$ cat src/lmq_pkg.sv
// Shared constants, carrier structs and state encodings of the location monitor queue.
package lmq_pkg;

   // Clock rate and bus timer.
   localparam int unsigned CLK_PERIOD_NS      = 10;
   localparam int unsigned BUS_TIMEOUT_NS     = 64000;
   localparam int unsigned BUS_TIMEOUT_CYCLES = BUS_TIMEOUT_NS / CLK_PERIOD_NS;

   // Message queue geometry.
   localparam int unsigned QUEUE_WIDTH = 32;
   localparam int unsigned QUEUE_DEPTH = 31;

   // Local address of the queue register, and the fill used for 16-bit messages.
   localparam logic [31:0] QUEUE_REG_ADDR = 32'hFFFF0080;
   localparam logic [15:0] UPPER_FILL     = 16'hFFFF;
   localparam int unsigned LW_LSB         = 2;

   // Reset values of the status outputs.
   localparam logic INT_N_RST = 1'h1;
   localparam logic ISO_RST   = 1'h0;
   localparam logic PEND_RST  = 1'h0;

   // One bus request, held stable by the requester until it sees an answer.
   typedef struct packed {
      logic        valid;
      logic        write;
      logic        space_a24;
      logic        lower_only;
      logic [31:0] addr;
      logic [31:0] data;
   } lmq_req_s;

   // Slave image windows; a mask bit set marks an offset bit inside the image.
   typedef struct packed {
      logic [31:0] a32_base;
      logic [31:0] a32_mask;
      logic [23:0] a24_base;
      logic [23:0] a24_mask;
   } lmq_image_s;

   typedef enum logic [2:0] {
      L_IDLE   = 3'h0,
      L_WAIT   = 3'h1,
      L_PUSH   = 3'h3,
      L_POP    = 3'h2,
      L_DONE   = 3'h6,
      L_ERR    = 3'h7,
      L_IGNORE = 3'h5,
      L_ENDW   = 3'h4
   } lmq_lstate_e;

   typedef enum logic [2:0] {
      V_IDLE = 3'h0,
      V_PUSH = 3'h1,
      V_DONE = 3'h3,
      V_ERR  = 3'h2,
      V_ENDW = 3'h6
   } lmq_vstate_e;

endpackage : lmq_pkg

$ cat src/lmq_location_monitor.sv
// Location monitor mailbox: decode, message queue, pending status, interrupt and isolation.
`timescale 1ns/100ps
module lmq_location_monitor #(
   parameter int unsigned TIMEOUT_CYCLES = lmq_pkg::BUS_TIMEOUT_CYCLES
) (
   input  wire logic                core_clk,
   input  wire logic                rst,
   input  wire lmq_pkg::lmq_image_s image_cfg,
   input  wire lmq_pkg::lmq_req_s   lcl_req,
   input  wire logic                vme_access_decode_n,
   output logic                     local_data_ack_n,
   output logic                     local_bus_error_n,
   output logic [31:0]              lcl_rdata,
   input  wire lmq_pkg::lmq_req_s   vme_req,
   output logic                     vme_ack,
   output logic                     vme_berr,
   input  wire logic                isolation_enter,
   input  wire logic                isolation_initiator_pin,
   output logic                     isolation_active,
   output logic                     outbound_queue_flush,
   output logic                     message_pending_flag,
   output logic                     message_interrupt_n
);
   localparam int unsigned CW = $clog2(lmq_pkg::QUEUE_DEPTH + 1);
   localparam logic [15:0] TO_LAST = 16'(TIMEOUT_CYCLES - 1);

   if (TIMEOUT_CYCLES < 2 || TIMEOUT_CYCLES > 65536)
   begin : g_check
      $error("TIMEOUT_CYCLES must lie between 2 and 65536.");
   end

   // True when the address lies inside the image window.
   function automatic logic in_image(input logic [31:0] addr,
                                     input logic [31:0] base,
                                     input logic [31:0] mask);
      in_image = ((addr & ~mask) == (base & ~mask));
   endfunction : in_image

   // True when the address is the top longword of the image window.
   function automatic logic at_mailbox(input logic [31:0] addr,
                                       input logic [31:0] base,
                                       input logic [31:0] mask);
      at_mailbox = in_image(addr, base, mask) &&
                   ((addr[31:lmq_pkg::LW_LSB] & mask[31:lmq_pkg::LW_LSB]) ==
                    mask[31:lmq_pkg::LW_LSB]);
   endfunction : at_mailbox

   // Mailbox or image hit for either address space of a request.
   function automatic logic [1:0] classify(input lmq_pkg::lmq_req_s req,
                                           input lmq_pkg::lmq_image_s cfg);
      logic [31:0] a24;
      logic [31:0] b24;
      logic [31:0] m24;
      a24 = {8'h00, req.addr[23:0]};
      b24 = {8'h00, cfg.a24_base};
      m24 = {8'h00, cfg.a24_mask};
      if (req.space_a24)
      begin
         classify = {at_mailbox(a24, b24, m24), in_image(a24, b24, m24)};
      end
      else
      begin
         classify = {at_mailbox(req.addr, cfg.a32_base, cfg.a32_mask),
                     in_image(req.addr, cfg.a32_base, cfg.a32_mask)};
      end
   endfunction : classify

   // A 16-bit message fills the upper half with ones.
   function automatic logic [31:0] make_entry(input lmq_pkg::lmq_req_s req);
      make_entry = req.lower_only ? {lmq_pkg::UPPER_FILL, req.data[15:0]} : req.data;
   endfunction : make_entry

   // Initiator pin synchroniser: three stages, a change counts when the last two agree.
   logic init_s1_reg, init_s2_reg, init_s3_reg, init_reg, init_next;

   always_comb
   begin
      init_next = (init_s2_reg == init_s3_reg) ? init_s3_reg : init_reg;
   end

   always_ff @(posedge core_clk or posedge rst)
   begin
      if (rst)
      begin
         init_s1_reg <= 1'h0;
         init_s2_reg <= 1'h0;
         init_s3_reg <= 1'h0;
         init_reg    <= 1'h0;
      end
      else
      begin
         init_s1_reg <= isolation_initiator_pin;
         init_s2_reg <= init_s1_reg;
         init_s3_reg <= init_s2_reg;
         init_reg    <= init_next;
      end
   end

   // Message queue.
   logic                    q_in_valid, q_in_ready, q_out_valid, q_out_ready;
   logic [31:0]             q_in_data;
   logic [CW-1:0]           q_level;

   // Writes land only here; nothing passes the mailbox on to memory.
   lmq_msg_fifo #(
      .WIDTH (lmq_pkg::QUEUE_WIDTH),
      .DEPTH (lmq_pkg::QUEUE_DEPTH)
   ) u_queue (
      .core_clk  (core_clk),
      .rst       (rst),
      .in_valid  (q_in_valid),
      .in_ready  (q_in_ready),
      .in_data   (q_in_data),
      .out_valid (q_out_valid),
      .out_ready (q_out_ready),
      .out_data  (lcl_rdata),
      .level     (q_level)
   );

   lmq_pkg::lmq_lstate_e lstate_reg, lstate_next;
   lmq_pkg::lmq_vstate_e vstate_reg, vstate_next;
   logic [15:0]          ltimer_reg, ltimer_next, vtimer_reg, vtimer_next;
   logic                 rr_reg, rr_next;
   logic                 lpush, vpush, grant_local, local_accept, vme_accept;
   logic [1:0]           lcls, vcls;
   logic                 lcl_is_qreg;

   // Arbitration between the two writers; round robin so neither starves.
   always_comb
   begin
      lpush        = (lstate_reg == lmq_pkg::L_PUSH);
      vpush        = (vstate_reg == lmq_pkg::V_PUSH);
      grant_local  = lpush && (!vpush || !rr_reg);
      local_accept = grant_local && q_in_ready;
      vme_accept   = vpush && !grant_local && q_in_ready;
      q_in_valid   = lpush || vpush;
      q_in_data    = grant_local ? make_entry(lcl_req) : make_entry(vme_req);
      rr_next      = rr_reg;
      if (local_accept)
      begin
         rr_next = 1'h1;
      end
      else if (vme_accept)
      begin
         rr_next = 1'h0;
      end
   end

   // Local side.
   always_comb
   begin
      lcls        = classify(lcl_req, image_cfg);
      lcl_is_qreg = (lcl_req.addr == lmq_pkg::QUEUE_REG_ADDR);
      lstate_next = lstate_reg;
      ltimer_next = 16'h0000;
      q_out_ready = 1'h0;
      case (lstate_reg)
         lmq_pkg::L_IDLE:
         begin
            if (lcl_req.valid)
            begin
               if (lcl_is_qreg && !lcl_req.write)
               begin
                  lstate_next = lmq_pkg::L_POP;
               end
               else if (lcl_is_qreg)
               begin
                  lstate_next = lmq_pkg::L_DONE;
               end
               else if (!vme_access_decode_n && lcls[1])
               begin
                  // Mailbox: writes queue after one extra cycle, reads fault.
                  lstate_next = lcl_req.write ? lmq_pkg::L_WAIT : lmq_pkg::L_ERR;
               end
               else if (!vme_access_decode_n && !lcls[0] && isolation_active)
               begin
                  lstate_next = lmq_pkg::L_IGNORE;
               end
               else
               begin
                  // Reflected and ordinary VME accesses belong to other logic.
                  lstate_next = lmq_pkg::L_ENDW;
               end
            end
         end
         lmq_pkg::L_WAIT:
         begin
            lstate_next = lmq_pkg::L_PUSH;
         end
         lmq_pkg::L_PUSH:
         begin
            ltimer_next = ltimer_reg + 16'h0001;
            if (local_accept)
            begin
               lstate_next = lmq_pkg::L_DONE;
            end
            else if (ltimer_reg == TO_LAST)
            begin
               lstate_next = lmq_pkg::L_ERR;
            end
         end
         lmq_pkg::L_POP:
         begin
            // An empty queue pops nothing yet is still answered.
            q_out_ready = 1'h1;
            lstate_next = lmq_pkg::L_DONE;
         end
         lmq_pkg::L_IGNORE:
         begin
            ltimer_next = ltimer_reg + 16'h0001;
            if (ltimer_reg == TO_LAST)
            begin
               lstate_next = lmq_pkg::L_ERR;
            end
         end
         lmq_pkg::L_DONE,
         lmq_pkg::L_ERR:
         begin
            lstate_next = lmq_pkg::L_ENDW;
         end
         lmq_pkg::L_ENDW:
         begin
            if (!lcl_req.valid)
            begin
               lstate_next = lmq_pkg::L_IDLE;
            end
         end
         default:
         begin
            lstate_next = lmq_pkg::L_IDLE;
         end
      endcase
   end

   // VMEbus side.
   always_comb
   begin
      vcls        = classify(vme_req, image_cfg);
      vstate_next = vstate_reg;
      vtimer_next = 16'h0000;
      case (vstate_reg)
         lmq_pkg::V_IDLE:
         begin
            if (vme_req.valid && vcls[1])
            begin
               vstate_next = vme_req.write ? lmq_pkg::V_PUSH : lmq_pkg::V_ERR;
            end
            else if (vme_req.valid)
            begin
               vstate_next = lmq_pkg::V_ENDW;
            end
         end
         lmq_pkg::V_PUSH:
         begin
            vtimer_next = vtimer_reg + 16'h0001;
            if (vme_accept)
            begin
               vstate_next = lmq_pkg::V_DONE;
            end
            else if (vtimer_reg == TO_LAST)
            begin
               vstate_next = lmq_pkg::V_ERR;
            end
         end
         lmq_pkg::V_DONE,
         lmq_pkg::V_ERR:
         begin
            vstate_next = lmq_pkg::V_ENDW;
         end
         lmq_pkg::V_ENDW:
         begin
            if (!vme_req.valid)
            begin
               vstate_next = lmq_pkg::V_IDLE;
            end
         end
         default:
         begin
            vstate_next = lmq_pkg::V_IDLE;
         end
      endcase
   end

   assign local_data_ack_n  = (lstate_reg != lmq_pkg::L_DONE);
   assign local_bus_error_n = (lstate_reg != lmq_pkg::L_ERR);
   assign vme_ack           = (vstate_reg == lmq_pkg::V_DONE);
   assign vme_berr          = (vstate_reg == lmq_pkg::V_ERR);

   // Status, interrupt and isolation.
   logic int_n_reg, int_n_next, pend_reg, pend_next;
   logic iso_reg, iso_next, flush_reg, flush_next;
   logic qread_done;

   always_comb
   begin
      qread_done = (lstate_reg == lmq_pkg::L_DONE) && lcl_is_qreg && !lcl_req.write;
      pend_next  = (q_level != '0);
      int_n_next = int_n_reg;
      // The level counts a push only after it is stored, so the interrupt follows it.
      if (q_level != '0)
      begin
         int_n_next = 1'h0;
      end
      else if (qread_done)
      begin
         int_n_next = 1'h1;
      end
      iso_next   = iso_reg;
      flush_next = 1'h0;
      if ((local_accept || vme_accept) && !init_reg)
      begin
         iso_next = 1'h0;
      end
      else if (isolation_enter && !iso_reg)
      begin
         // The inbound queue is left alone to drain; only outbound entries are dropped.
         iso_next   = 1'h1;
         flush_next = 1'h1;
      end
   end

   assign message_pending_flag = pend_reg;
   assign message_interrupt_n  = int_n_reg;
   assign isolation_active     = iso_reg;
   assign outbound_queue_flush = flush_reg;

   always_ff @(posedge core_clk or posedge rst)
   begin
      if (rst)
      begin
         lstate_reg <= lmq_pkg::L_IDLE;
         vstate_reg <= lmq_pkg::V_IDLE;
         ltimer_reg <= 16'h0000;
         vtimer_reg <= 16'h0000;
         rr_reg     <= 1'h0;
         int_n_reg  <= lmq_pkg::INT_N_RST;
         pend_reg   <= lmq_pkg::PEND_RST;
         iso_reg    <= lmq_pkg::ISO_RST;
         flush_reg  <= 1'h0;
      end
      else
      begin
         lstate_reg <= lstate_next;
         vstate_reg <= vstate_next;
         ltimer_reg <= ltimer_next;
         vtimer_reg <= vtimer_next;
         rr_reg     <= rr_next;
         int_n_reg  <= int_n_next;
         pend_reg   <= pend_next;
         iso_reg    <= iso_next;
         flush_reg  <= flush_next;
      end
   end

endmodule : lmq_location_monitor

$ cat src/lmq_msg_fifo.sv
// First-in first-out message store with registered read data.
`timescale 1ns/100ps
module lmq_msg_fifo #(
   parameter int unsigned WIDTH = 32,
   parameter int unsigned DEPTH = 4
) (
   input  wire logic                       core_clk,
   input  wire logic                       rst,
   input  wire logic                       in_valid,
   output logic                            in_ready,
   input  wire logic [WIDTH-1:0]           in_data,
   output logic                            out_valid,
   input  wire logic                       out_ready,
   output logic [WIDTH-1:0]                out_data,
   output logic [$clog2(DEPTH+1)-1:0]      level
);
   localparam int unsigned PW = (DEPTH > 1) ? $clog2(DEPTH) : 1;
   localparam int unsigned CW = $clog2(DEPTH + 1);
   localparam logic [PW-1:0] LAST = PW'(DEPTH - 1);

   if (DEPTH < 2 || WIDTH < 1)
   begin : g_check
      $error("lmq_msg_fifo needs DEPTH of at least 2 and a nonzero WIDTH.");
   end

   logic [WIDTH-1:0] mem [DEPTH];
   logic [PW-1:0]    wptr_reg, wptr_next, rptr_reg, rptr_next;
   logic [CW-1:0]    cnt_reg, cnt_next;
   logic [WIDTH-1:0] dout_reg, dout_next;
   logic             push, pop;

   assign in_ready  = (cnt_reg != CW'(DEPTH));
   assign out_valid = (cnt_reg != '0);
   assign out_data  = dout_reg;
   assign level     = cnt_reg;

   always_comb
   begin
      push      = in_valid && in_ready;
      pop       = out_valid && out_ready;
      wptr_next = push ? ((wptr_reg == LAST) ? '0 : wptr_reg + PW'(1)) : wptr_reg;
      rptr_next = pop ? ((rptr_reg == LAST) ? '0 : rptr_reg + PW'(1)) : rptr_reg;
      // Read data comes out of a register, one cycle after the pop.
      dout_next = pop ? mem[rptr_reg] : dout_reg;
      cnt_next  = cnt_reg;
      if (push && !pop)
      begin
         cnt_next = cnt_reg + CW'(1);
      end
      else if (pop && !push)
      begin
         cnt_next = cnt_reg - CW'(1);
      end
   end

   always_ff @(posedge core_clk or posedge rst)
   begin
      if (rst)
      begin
         wptr_reg <= '0;
         rptr_reg <= '0;
         cnt_reg  <= '0;
         dout_reg <= '0;
      end
      else
      begin
         wptr_reg <= wptr_next;
         rptr_reg <= rptr_next;
         cnt_reg  <= cnt_next;
         dout_reg <= dout_next;
      end
   end

   // The storage array has no reset; only written words are ever read back.
   always_ff @(posedge core_clk)
   begin
      if (push)
      begin
         mem[wptr_reg] <= in_data;
      end
   end

endmodule : lmq_msg_fifo

$ cat config.mk
export PLATFORM = sky130hd
export DESIGN_NAME = lmq_location_monitor
export DESIGN_NICKNAME = d
export VERILOG_FILES = /design/src/lmq_pkg.sv /design/src/lmq_location_monitor.sv /design/src/lmq_msg_fifo.sv
export SDC_FILE = /design/constraint.sdc
export NUM_CORES = 1
export LEC_CHECK = 0
export BUFFER_PORTS_ARGS = -buffer_cell sky130_fd_sc_hd__buf_4
export CORE_MARGIN = 10
export CORE_UTILIZATION = 35
export DETAILED_ROUTE_END_ITERATION = 8
export GPL_TIMING_DRIVEN = 0
export PLACE_DENSITY = 0.62
export SLEW_MARGIN = 20
export SYNTH_ARGS = -nofsm -noshare
export SYNTH_HDL_FRONTEND = slang
export SYNTH_HIERARCHICAL = 1
export SYNTH_SLANG_ARGS = --single-unit
$ cat constraint.sdc
create_clock -name core_clk -period 6.31 [get_ports core_clk]
set_clock_uncertainty 0.1 [all_clocks]
set_input_delay 1.262 -clock core_clk [delete_from_list [all_inputs] [get_ports core_clk]]
set_output_delay 1.262 -clock core_clk [all_outputs]
set_load 0.02 [all_outputs]
# After elaboration in Yosys (flattened, before gate mapping)
# Memories as Yosys holds them, arrays and structs flattened. A register that Yosys moved wholly into a read port is not among the register bits.
# Cells that the tools add are included.
[op_classes]
n_addsub = 6
n_eq_ne = 33
muxes = 39
bitwise_logic = 12
n_reduce_logical = 46
[ops]
columns = ["cell", "n"]
rows = [
  ["== test 32 bit", 4],
  ["AND 24 x 32 -> 32 bit", 3],
  ["AND 32 bit", 3],
  ["2-to-1 mux 32 bit", 3],
  ["AND 30 bit", 2],
  ["== test 30 bit", 2],
  ["AND 22 bit", 2],
  ["== test 22 bit", 2],
  ["2-to-1 mux 3 bit", 13],
  ["adder 16 x 1 -> 16 bit (second input constant)", 2],
  ["== test 16 x 13 -> 1 bit (second input constant)", 2],
  ["== test 32 bit (second input constant)", 1],
  ["2-to-1 mux 16 bit", 2],
  ["NOT 24 -> 32 bit", 1],
  ["NOT 32 bit", 1],
  ["logical AND 1 bit", 21],
  ["case mux 3 bit (7 select lines)", 1],
  ["2-to-1 mux 5 bit", 4],
  ["adder 5 x 1 -> 5 bit (second input constant)", 3],
  ["== test 3 bit (second input constant)", 5],
  ["== test 3 x 2 -> 1 bit (second input constant)", 4],
  ["2-to-1 mux 1 bit", 12],
  ["case mux 3 bit (4 select lines)", 1],
  ["== test 5 bit (second input constant)", 2],
  ["16 further kinds", 40],
]
[totals]
regBits = 62
ramBits = 992
input_bits = 253
out_inout_bits = 40
mem_count = 1
[mem_list]
columns = ["name", "depth", "word_bits", "read_ports", "rd_clocked_by_memory_dff", "wr", "line_no", "source"]
rows = [
  ["u_queue.mem", 31, 32, 1, 1, 1, "lmq_msg_fifo.sv:26", "logic [WIDTH-1:0] mem [DEPTH];"],
]

# Logic depth before layout (Yosys ltp)
# Gate-level depths: netlist (run 1).
[logic_depth]
word_depth = 14
ltp_mapped = 14
mapped_depth_nobuf = 13

# Hierarchy
# Netlist (run 1), hierarchy kept.
[by_module_without_submodules]
columns = ["mod", "n_inst", "cells_each", "area_each_um2", "seq_area_each_um2"]
rows = [
  ["lmq_msg_fifo", 1, 2021, 40025.9, 30964.7],
  ["lmq_location_monitor", 1, 669, 5082.4, 1177.4],
]

# Worst setup path before layout (run 1)
# OpenSTA, ideal clock, no wires.
[synth_path]
path_type = "register -> register"
startpoint = "register vstate_reg[2]"
endpoint = "memory u_queue.mem[15][0], enable pin"
t_arrival_ns = 2.905
slack_ns = 2.883
stages_incl_launch_ff = 9
path_cell_list = "dfrtp_1 -> nor2_1 -> nand2_1 -> clkbuf_1 -> nand2_1 -> a21bo_2 -> clkinv_1 -> nand2_1 -> nor2_1"
[synth_via]
elab_chain_cells = 5
[synth_lines]
columns = ["element", "line_no", "source"]
rows = [
  ["from (decl)", "lmq_location_monitor.sv:121", "lmq_pkg::lmq_vstate_e vstate_reg, vstate_next;"],
  ["from (signal assigned)", "lmq_location_monitor.sv:332", "vstate_reg <= lmq_pkg::V_IDLE;"],
  ["from (signal assigned)", "lmq_location_monitor.sv:344", "vstate_reg <= vstate_next;"],
  ["== test 3 x 1 -> 1 bit", "lmq_location_monitor.sv:132", "vpush = (vstate_reg == lmq_pkg::V_PUSH);"],
  ["logical OR 1 bit", "lmq_location_monitor.sv:136", "q_in_valid = lpush || vpush;"],
  ["named net q_in_valid", "lmq_location_monitor.sv:100", "logic q_in_valid, q_in_ready, q_out_valid, q_out_ready;"],
  ["logical AND 1 bit", "lmq_msg_fifo.sv:39", "push = in_valid && in_ready;"],
  ["named net u_queue.push", "lmq_msg_fifo.sv:30", "logic push, pop;"],
  ["2-to-1 mux 1 bit", "lmq_msg_fifo.sv:77", "if (push)"],
  ["2-to-1 mux 1 bit (implied by the code)", "lmq_msg_fifo.sv:79", "mem[wptr_reg] <= in_data;"],
  ["to (decl)", "lmq_msg_fifo.sv:26", ""],
]
# The timed path passes the listed nets, and every way through them passes these cells.

# Final worst setup path (run 1)
[layout_path]
startpoint = "register vstate_reg[2]"
endpoint = "memory u_queue.mem[8][17], enable pin"
# The elaborated chain is that of the path after synthesis.

==> results of run 1 <==
critical path, stage by stage (launching register included):
cell and delay (ns):
sky130_fd_sc_hd__dfrtp_1 0.46, sky130_fd_sc_hd__nor2_1 0.16, sky130_fd_sc_hd__nand2_1 0.22, sky130_fd_sc_hd__clkbuf_1 0.28
sky130_fd_sc_hd__nand2_1 0.11, sky130_fd_sc_hd__a21bo_2 0.29, sky130_fd_sc_hd__clkinv_1 0.17, sky130_fd_sc_hd__nand2_1 0.50
sky130_fd_sc_hd__nor2_4 0.85, sky130_fd_sc_hd__buf_12 0.28
cells in the final DEF (no fill, tap or decap), types with 34 or more instances in the layout:
cell / count
sky130_fd_sc_hd__o21ai_0: 43
sky130_fd_sc_hd__nand2b_1: 39
sky130_fd_sc_hd__xnor2_1: 87
sky130_fd_sc_hd__clkbuf_16: 105
sky130_fd_sc_hd__nor3b_1: 39
sky130_fd_sc_hd__clkbuf_1: 82
sky130_fd_sc_hd__a211oi_1: 55
sky130_fd_sc_hd__dfrtp_1: 93
sky130_fd_sc_hd__nand2_1: 62
sky130_fd_sc_hd__buf_4: 308
sky130_fd_sc_hd__a21oi_1: 79
sky130_fd_sc_hd__nor2_1: 154
sky130_fd_sc_hd__o22ai_1: 130
sky130_fd_sc_hd__mux2i_1: 178
sky130_fd_sc_hd__inv_1: 50
sky130_fd_sc_hd__nor3_1: 34
sky130_fd_sc_hd__edfxtp_1: 992
sky130_fd_sc_hd__mux4_2: 145
how the worst max path moves through the flow:
stage                     slack (ns)             endpoint     startpoint
final                           2.57   u_queue/mem[8][17]  vstate_reg[2]
after global routing            2.31     u_queue/level[4]  vstate_reg[2]
after CTS                       2.55  u_queue/mem[28][26]  lstate_reg[1]
after detailed placement        2.38        vstate_reg[1]  image_cfg[67]
after global placement          0.35  u_queue/mem[19][26]  lstate_reg[1]
after floorplan                 2.88   u_queue/mem[15][0]  vstate_reg[2]
layer usage:
metal | vias up | routed length, um | track usage (%)
li1 | 11657 | - | -
met1 | 14260 | 57100 | 25.3
met2 | 1102 | 68800 | 31.7
met3 | 204 | 9520 | 2.70
met4 | 4 | 3780 | 6.13
met5 | - | 27 | 0
report_power, final:
group          internal (uW)  switching (uW)  leakage, uW
Clock                   3420            2690      0.00165
Sequential              8160             191       0.0100
Combinational           1770            2610      0.00628
stage by stage:
stage | cell area (um^2) | cells | hold slack [ns] | util [%]
after CTS | 54400 | 4890 | 0.261 | 42.5
after detailed placement | 51000 | 4695 | 0.248 | 39.9
after global placement | 49400 | 4641 | 0.239 | 38.6
final | 54400 | 4899 | 0.255 | 42.6
after global routing | 54400 | 4898 | 0.278 | 42.6
after floorplan | 45100 | 2689 | 0.231 | -
final cells by class:
type	count	area share, %
diodes	9	0.0414
plain buffers	129	1.29
clock buffers	137	5.21
clock inverters	58	0.952
inverters	55	0.384
multi-input cells	1419	22.9
flip-flops and latches	1086	59.1
well taps	1662	3.82
repair buffers	344	6.31
==> results by group, run 1 <==
Floorplanning
  • # rows: 131
  • Std-Cell Core Area: 0.128 mm^2
  • Die span in x: 379 um
  • Top Ports: 293
  • Initial Util: 35.3%
  • Die Outline Area: 0.144 mm^2
  • Floorplan die height: 379 um

Critical path
  • Type of element capturing the critical path: flop
  • Worst-path fanout max: 17
  • Terminus of the critical flop-to-flop path: u_queue/mem[8][17]
  • Worst Path Class, Setup: reg -> reg
  • Arrival time of the worst setup path: 4.00 ns
  • Cell depth of the worst flop-to-flop path: 9
  • RR Startpoint: vstate_reg[2]
  • Data required time at the worst endpoint: 6.57 ns
  • Critical Path Start Type: flop
  • Internal reg-to-reg setup slack: 2.57 ns

Synth
  • Combined area of all synthesized cells: 0.0451 mm^2
  • Number of warnings printed during yosys synthesis: 6
  • Mapped Cells: 2689
  • Post-Syn Nets: 2956
  • Synthesized area per cell: 16.8 um^2

Drt
  • Number of design-rule violations left by the first detailed-router iteration: 2851
  • Ratio of routed vias to standard cells: 5.56
  • Routed Wire Length: 139000 um
  • Post-route DRC: 0
  • Per-cell routed wire length: 28.4 um
  • Total via count after detailed routing: 27.2k
  • Final ANT Viol Nets: 0
  • Length of the first detailed-routing pass in iterations: 6

Final layout
  • Post-synthesis to final-layout area growth: 20.6%
  • Share of layout cells above drive strength 1: 25.1%
  • Largest register by flop count: u_queue/mem
  • Final nets: 3405
  • Filler instances: 11.3k
  • Number of flip-flops in the largest register: 992
  • Multi-input gate area: 0.0125 mm^2
  • FF+latch area: 0.0321 mm^2

Timing
  • Number of setup violations in the final report: 0
  • Period minus WS final: 3.74 ns
  • Worst slew margin relative to its limit: 23.1%
  • F_max: 267 MHz
  • Sum of negative setup slack: 0 ns
  • Final Hold Violating Endpoints: 0
  • Post-route clock period utilization: 59.3%
  • Worst Tran Pin Value: 1.15 ns
  • RSZ-0062 raised after global routing: false
  • Max Transition Viols Final: 0
  • Setup WS post-layout: 2.57 ns

Power
  • Maximum vdd ir drop: 254 uV
  • Leak: 0.0179 uW
  • Pwr Total: 18800 uW
  • Power density cells: 346 mW/mm^2

Placed design
  • Placer's final routability congestion estimate: 0.924
  • Dpl hpwl: 98800 um
  • Pre-CTS worst setup slack: 2.38 ns
  • Number of port buffers: 290

Worst hold path
  • Hold path endpoint: init_s2_reg
  • Hold path start: init_s1_reg
  • Hold/Removal Path Class: reg -> reg
  • Hold path cells: 0

GRT
  • Via count of the first global-routing pass: 27.2k
  • Total track usage: 18.9%
  • Remaining Overflow, GRT: 0
  • Largest net degree at the start of global routing: 32
  • Initial antenna violation count: 11
  • Wire length of the first global-routing pass: 197000 um

Clock tree
  • Post-cts sizing count: 0
  • Clock Pin Slew Worst Setup and Hold Paths: 0.06 ns
  • Setup repair bufs after CTS: 0
  • Num CTS Buffers: 103
  • TritonCTS Sinks: 1086
  • H-tree Lvls: 3
  • CTS root buf: sky130_fd_sc_hd__clkbuf_16
  • Number of buffers between clock root and the deepest sink: 3
  • Clock tree from TritonCTS: yes
  • Clock latency reported for the late side of the worst-skew pair: 0.71 ns
  • Post-CTS Hold Fix Bufs: 0

Flow run
  • Max-cap violations: 0

Outcome
  • Result of the run: finished, final reports clean
Note: power is estimated with default switching activity, not from simulation.
==> run 2, diff against run 1 <==
==> constraint.sdc (replaced) <==
create_clock -name core_clk -period 3.7 [get_ports core_clk]
set_clock_uncertainty 0.1 [all_clocks]
set_input_delay 0.74 -clock core_clk [delete_from_list [all_inputs] [get_ports core_clk]]
set_output_delay 0.74 -clock core_clk [all_outputs]
set_load 0.02 [all_outputs]
==> results by group, run 2 (synthesis results as in run 1) <==
Critical path
  • CP Launch Point: lstate_reg[2]
  • Critical path's most frequent cell: sky130_fd_sc_hd__nand2_1
  • Data required time at the worst endpoint: 4.00 ns
  • Worst Path Class, Setup: reg -> reg
  • Critical path's largest stage delay: 0.83 ns
  • Family with the most delay on the worst path: simple AND/OR/NAND/NOR gates
  • Path length in cells of the critical path: 8
  • Cell depth of the worst flop-to-flop path: 8
  • Slowest stage cell on the critical path: sky130_fd_sc_hd__nor2_4
  • Critical Path Start Type: flop
  • Worst-path fanout max: 18
  • Type of element capturing the critical path: flop
  • RR Startpoint: lstate_reg[2]
  • Cell Chain, Critical Path: clkbuf_1 -> nand3b_1 -> nand2_1 -> a21bo_2 -> clkinv_1 -> nand2_1 -> nor2_4 -> buf_12
  • Arrival time of the worst setup path: 3.79 ns
  • Buffers and inverters on the worst path: 3

Final layout
  • Number of standard cells in the final layout excluding fillers: 4905
  • Highest-count cells in the layout ignoring fill and taps: sky130_fd_sc_hd__edfxtp_1 (992), sky130_fd_sc_hd__buf_4 (314), sky130_fd_sc_hd__mux2i_1 (178)
  • Post-synthesis to final-layout area growth: 20.8%
  • Number of flip-flops in the largest register: 992
  • Fin area: 0.0545 mm^2
  • Share of layout cells above drive strength 1: 25.3%
  • Largest register by flop count: u_queue/mem
  • Final nets: 3410
  • Commonest non-fill, non-tap cell in the layout: sky130_fd_sc_hd__edfxtp_1

GRT
  • GR Util met3: 2.65%
  • Via count of the first global-routing pass: 27.2k
  • Global-route met2 utilization: 31.8%
  • Initial antenna violation count: 11
  • Total track usage: 19.0%
  • Most Crowded Layer GR: met2
  • Remaining Overflow, GRT: 0
  • Wire length of the first global-routing pass: 197000 um
  • Largest net degree at the start of global routing: 32
  • Global-route met1 utilization: 25.4%

Clock tree
  • Clock latency reported for the late side of the worst-skew pair: 0.71 ns
  • CTS root buf: sky130_fd_sc_hd__clkbuf_16
  • Clock Pin Slew Worst Setup and Hold Paths: 0.06 ns
  • TritonCTS Sinks: 1086
  • Clock tree from TritonCTS: yes
  • H-tree Lvls: 3
  • Number of buffers between clock root and the deepest sink: 3
  • Num CTS Buffers: 103

Timing
  • Period minus WS final: 3.49 ns
  • F_max: 287 MHz
  • Worst slew margin relative to its limit: 30.3%
  • Max Transition Viols Final: 0
  • Sum of negative setup slack: 0 ns
  • Number of setup violations in the final report: 0
  • Final-layout worst hold slack: 0.0858 ns
  • Final Hold Violating Endpoints: 0
  • Worst Tran Pin Value: 1.04 ns
  • Post-route clock period utilization: 94.3%
  • RSZ-0062 raised after global routing: false

Placed design
  • Placer's final routability congestion estimate: 0.924
  • Cell count after placement: 4695
  • Number of port buffers: 290
  • Dpl hpwl: 98800 um
  • Placed Area: 0.0510 mm^2

Floorplanning
  • Initial Util: 35.3%
  • # rows: 131
  • Die Outline Area: 0.144 mm^2
  • Top Ports: 293
  • Std-Cell Core Area: 0.128 mm^2
  • Die span in x: 379 um
  • Floorplan die height: 379 um

Drt
  • Per-cell routed wire length: 28.4 um
  • Final ANT Viol Nets: 0
  • Length of the first detailed-routing pass in iterations: 5
  • Routed Wire Length: 139000 um
  • Post-route DRC: 0
  • Ratio of routed vias to standard cells: 5.57
  • Total via count after detailed routing: 27.3k
  • Number of design-rule violations left by the first detailed-router iteration: 2797

Worst hold path
  • Hold path cells: 1
  • Hold/Removal Path Class: in -> reg
  • Hold path start: isolation_initiator_pin

Power
  • Power density cells: 589 mW/mm^2
  • Maximum vdd ir drop: 430 uV
  • Leak: 0.0180 uW

Flow run
  • Max-cap violations: 0

Outcome
  • Result of the run: finished, final reports clean
==> run 2: changes by cell type in the layout (fill, tap and decap cells not counted), sizes merged <==
| cell | change |
|---|---|
| dlygate4sd3 | +1 |
| diode | +1 |
| buf | +6 |
| clkbuf | -2 |
==> run 2: final timing paths <==
check / slack [ns] / end
max: 0.21 / u_queue/mem[4][2]
min: 0.09 / init_s1_reg
max reg2reg: 0.21 / u_queue/mem[4][2]
min reg2reg: 0.25 / init_s2_reg
max in group asynchronous: 2.36 / message_interrupt_n
min in group asynchronous: 0.56 / u_queue/level[2]
==> run 2: worst register-to-register path, delay by kind of cell (launching register included) <==
| kind | cells | cell delay (ns) |
|---|---|---|
| DFF | 1 | 0.36 |
| buffers and inverters | 3 | 0.65 |
| AOI/OAI and AO/OA | 1 | 0.29 |
| and+or+nand+nor | 4 | 1.79 |
==> run 2: cell type report <==
cell class | count | area [um^2]
Tap cell | 1662 | 2080
Sequential cell | 1086 | 32100
Clock buffer | 137 | 2840
Buffer | 126 | 692
Multi-Input combinational cell | 1419 | 12500
Inverter | 55 | 209
Clock inverter | 58 | 518
Timing Repair Buffer | 352 | 3510
Antenna cell | 10 | 25.0
Fill cell | 11249 | 73400
==> run 2: report_power, final <==
group          switching, uW  internal (uW)  total (uW)
clock                   4570           5840       10400
sequential               336          13900       14300
combinational           4430           3010        7450
==> run 2: repair_timing <==
item / in CTS / in global routing
endpoints found under the hold margin: 43 / 0
pin swaps: 1 / 3
setup buffers: 2 / 5
resized for setup: 1 / 1
endpoints found under the setup margin: 60 / 297
hold buffers: 1 / 0
==> run 2: layer usage <==
layer	part of all wire [%]	vias to the layer above
met1	41	14307
met4	2.8	2
met2	49	1141
met3	7.2	204
met5	0.0093	-
li1	-	11674
==> run 2: stage by stage <==
| stage | total power [uW] | worst slack, ns | util, % |
|---|---|---|---|
| 2_1_floorplan | 19000 | 0.273 | - |
| 6_report | 32100 | 0.210 | 42.6 |
| 3_5_place_dp | 22000 | -0.0909 | 39.9 |
| 4_1_cts | 32400 | 0.0452 | 42.6 |
| 5_1_grt | 33300 | 0.0507 | 42.6 |
| 3_3_place_gp | 21700 | -2.26 | 38.6 |
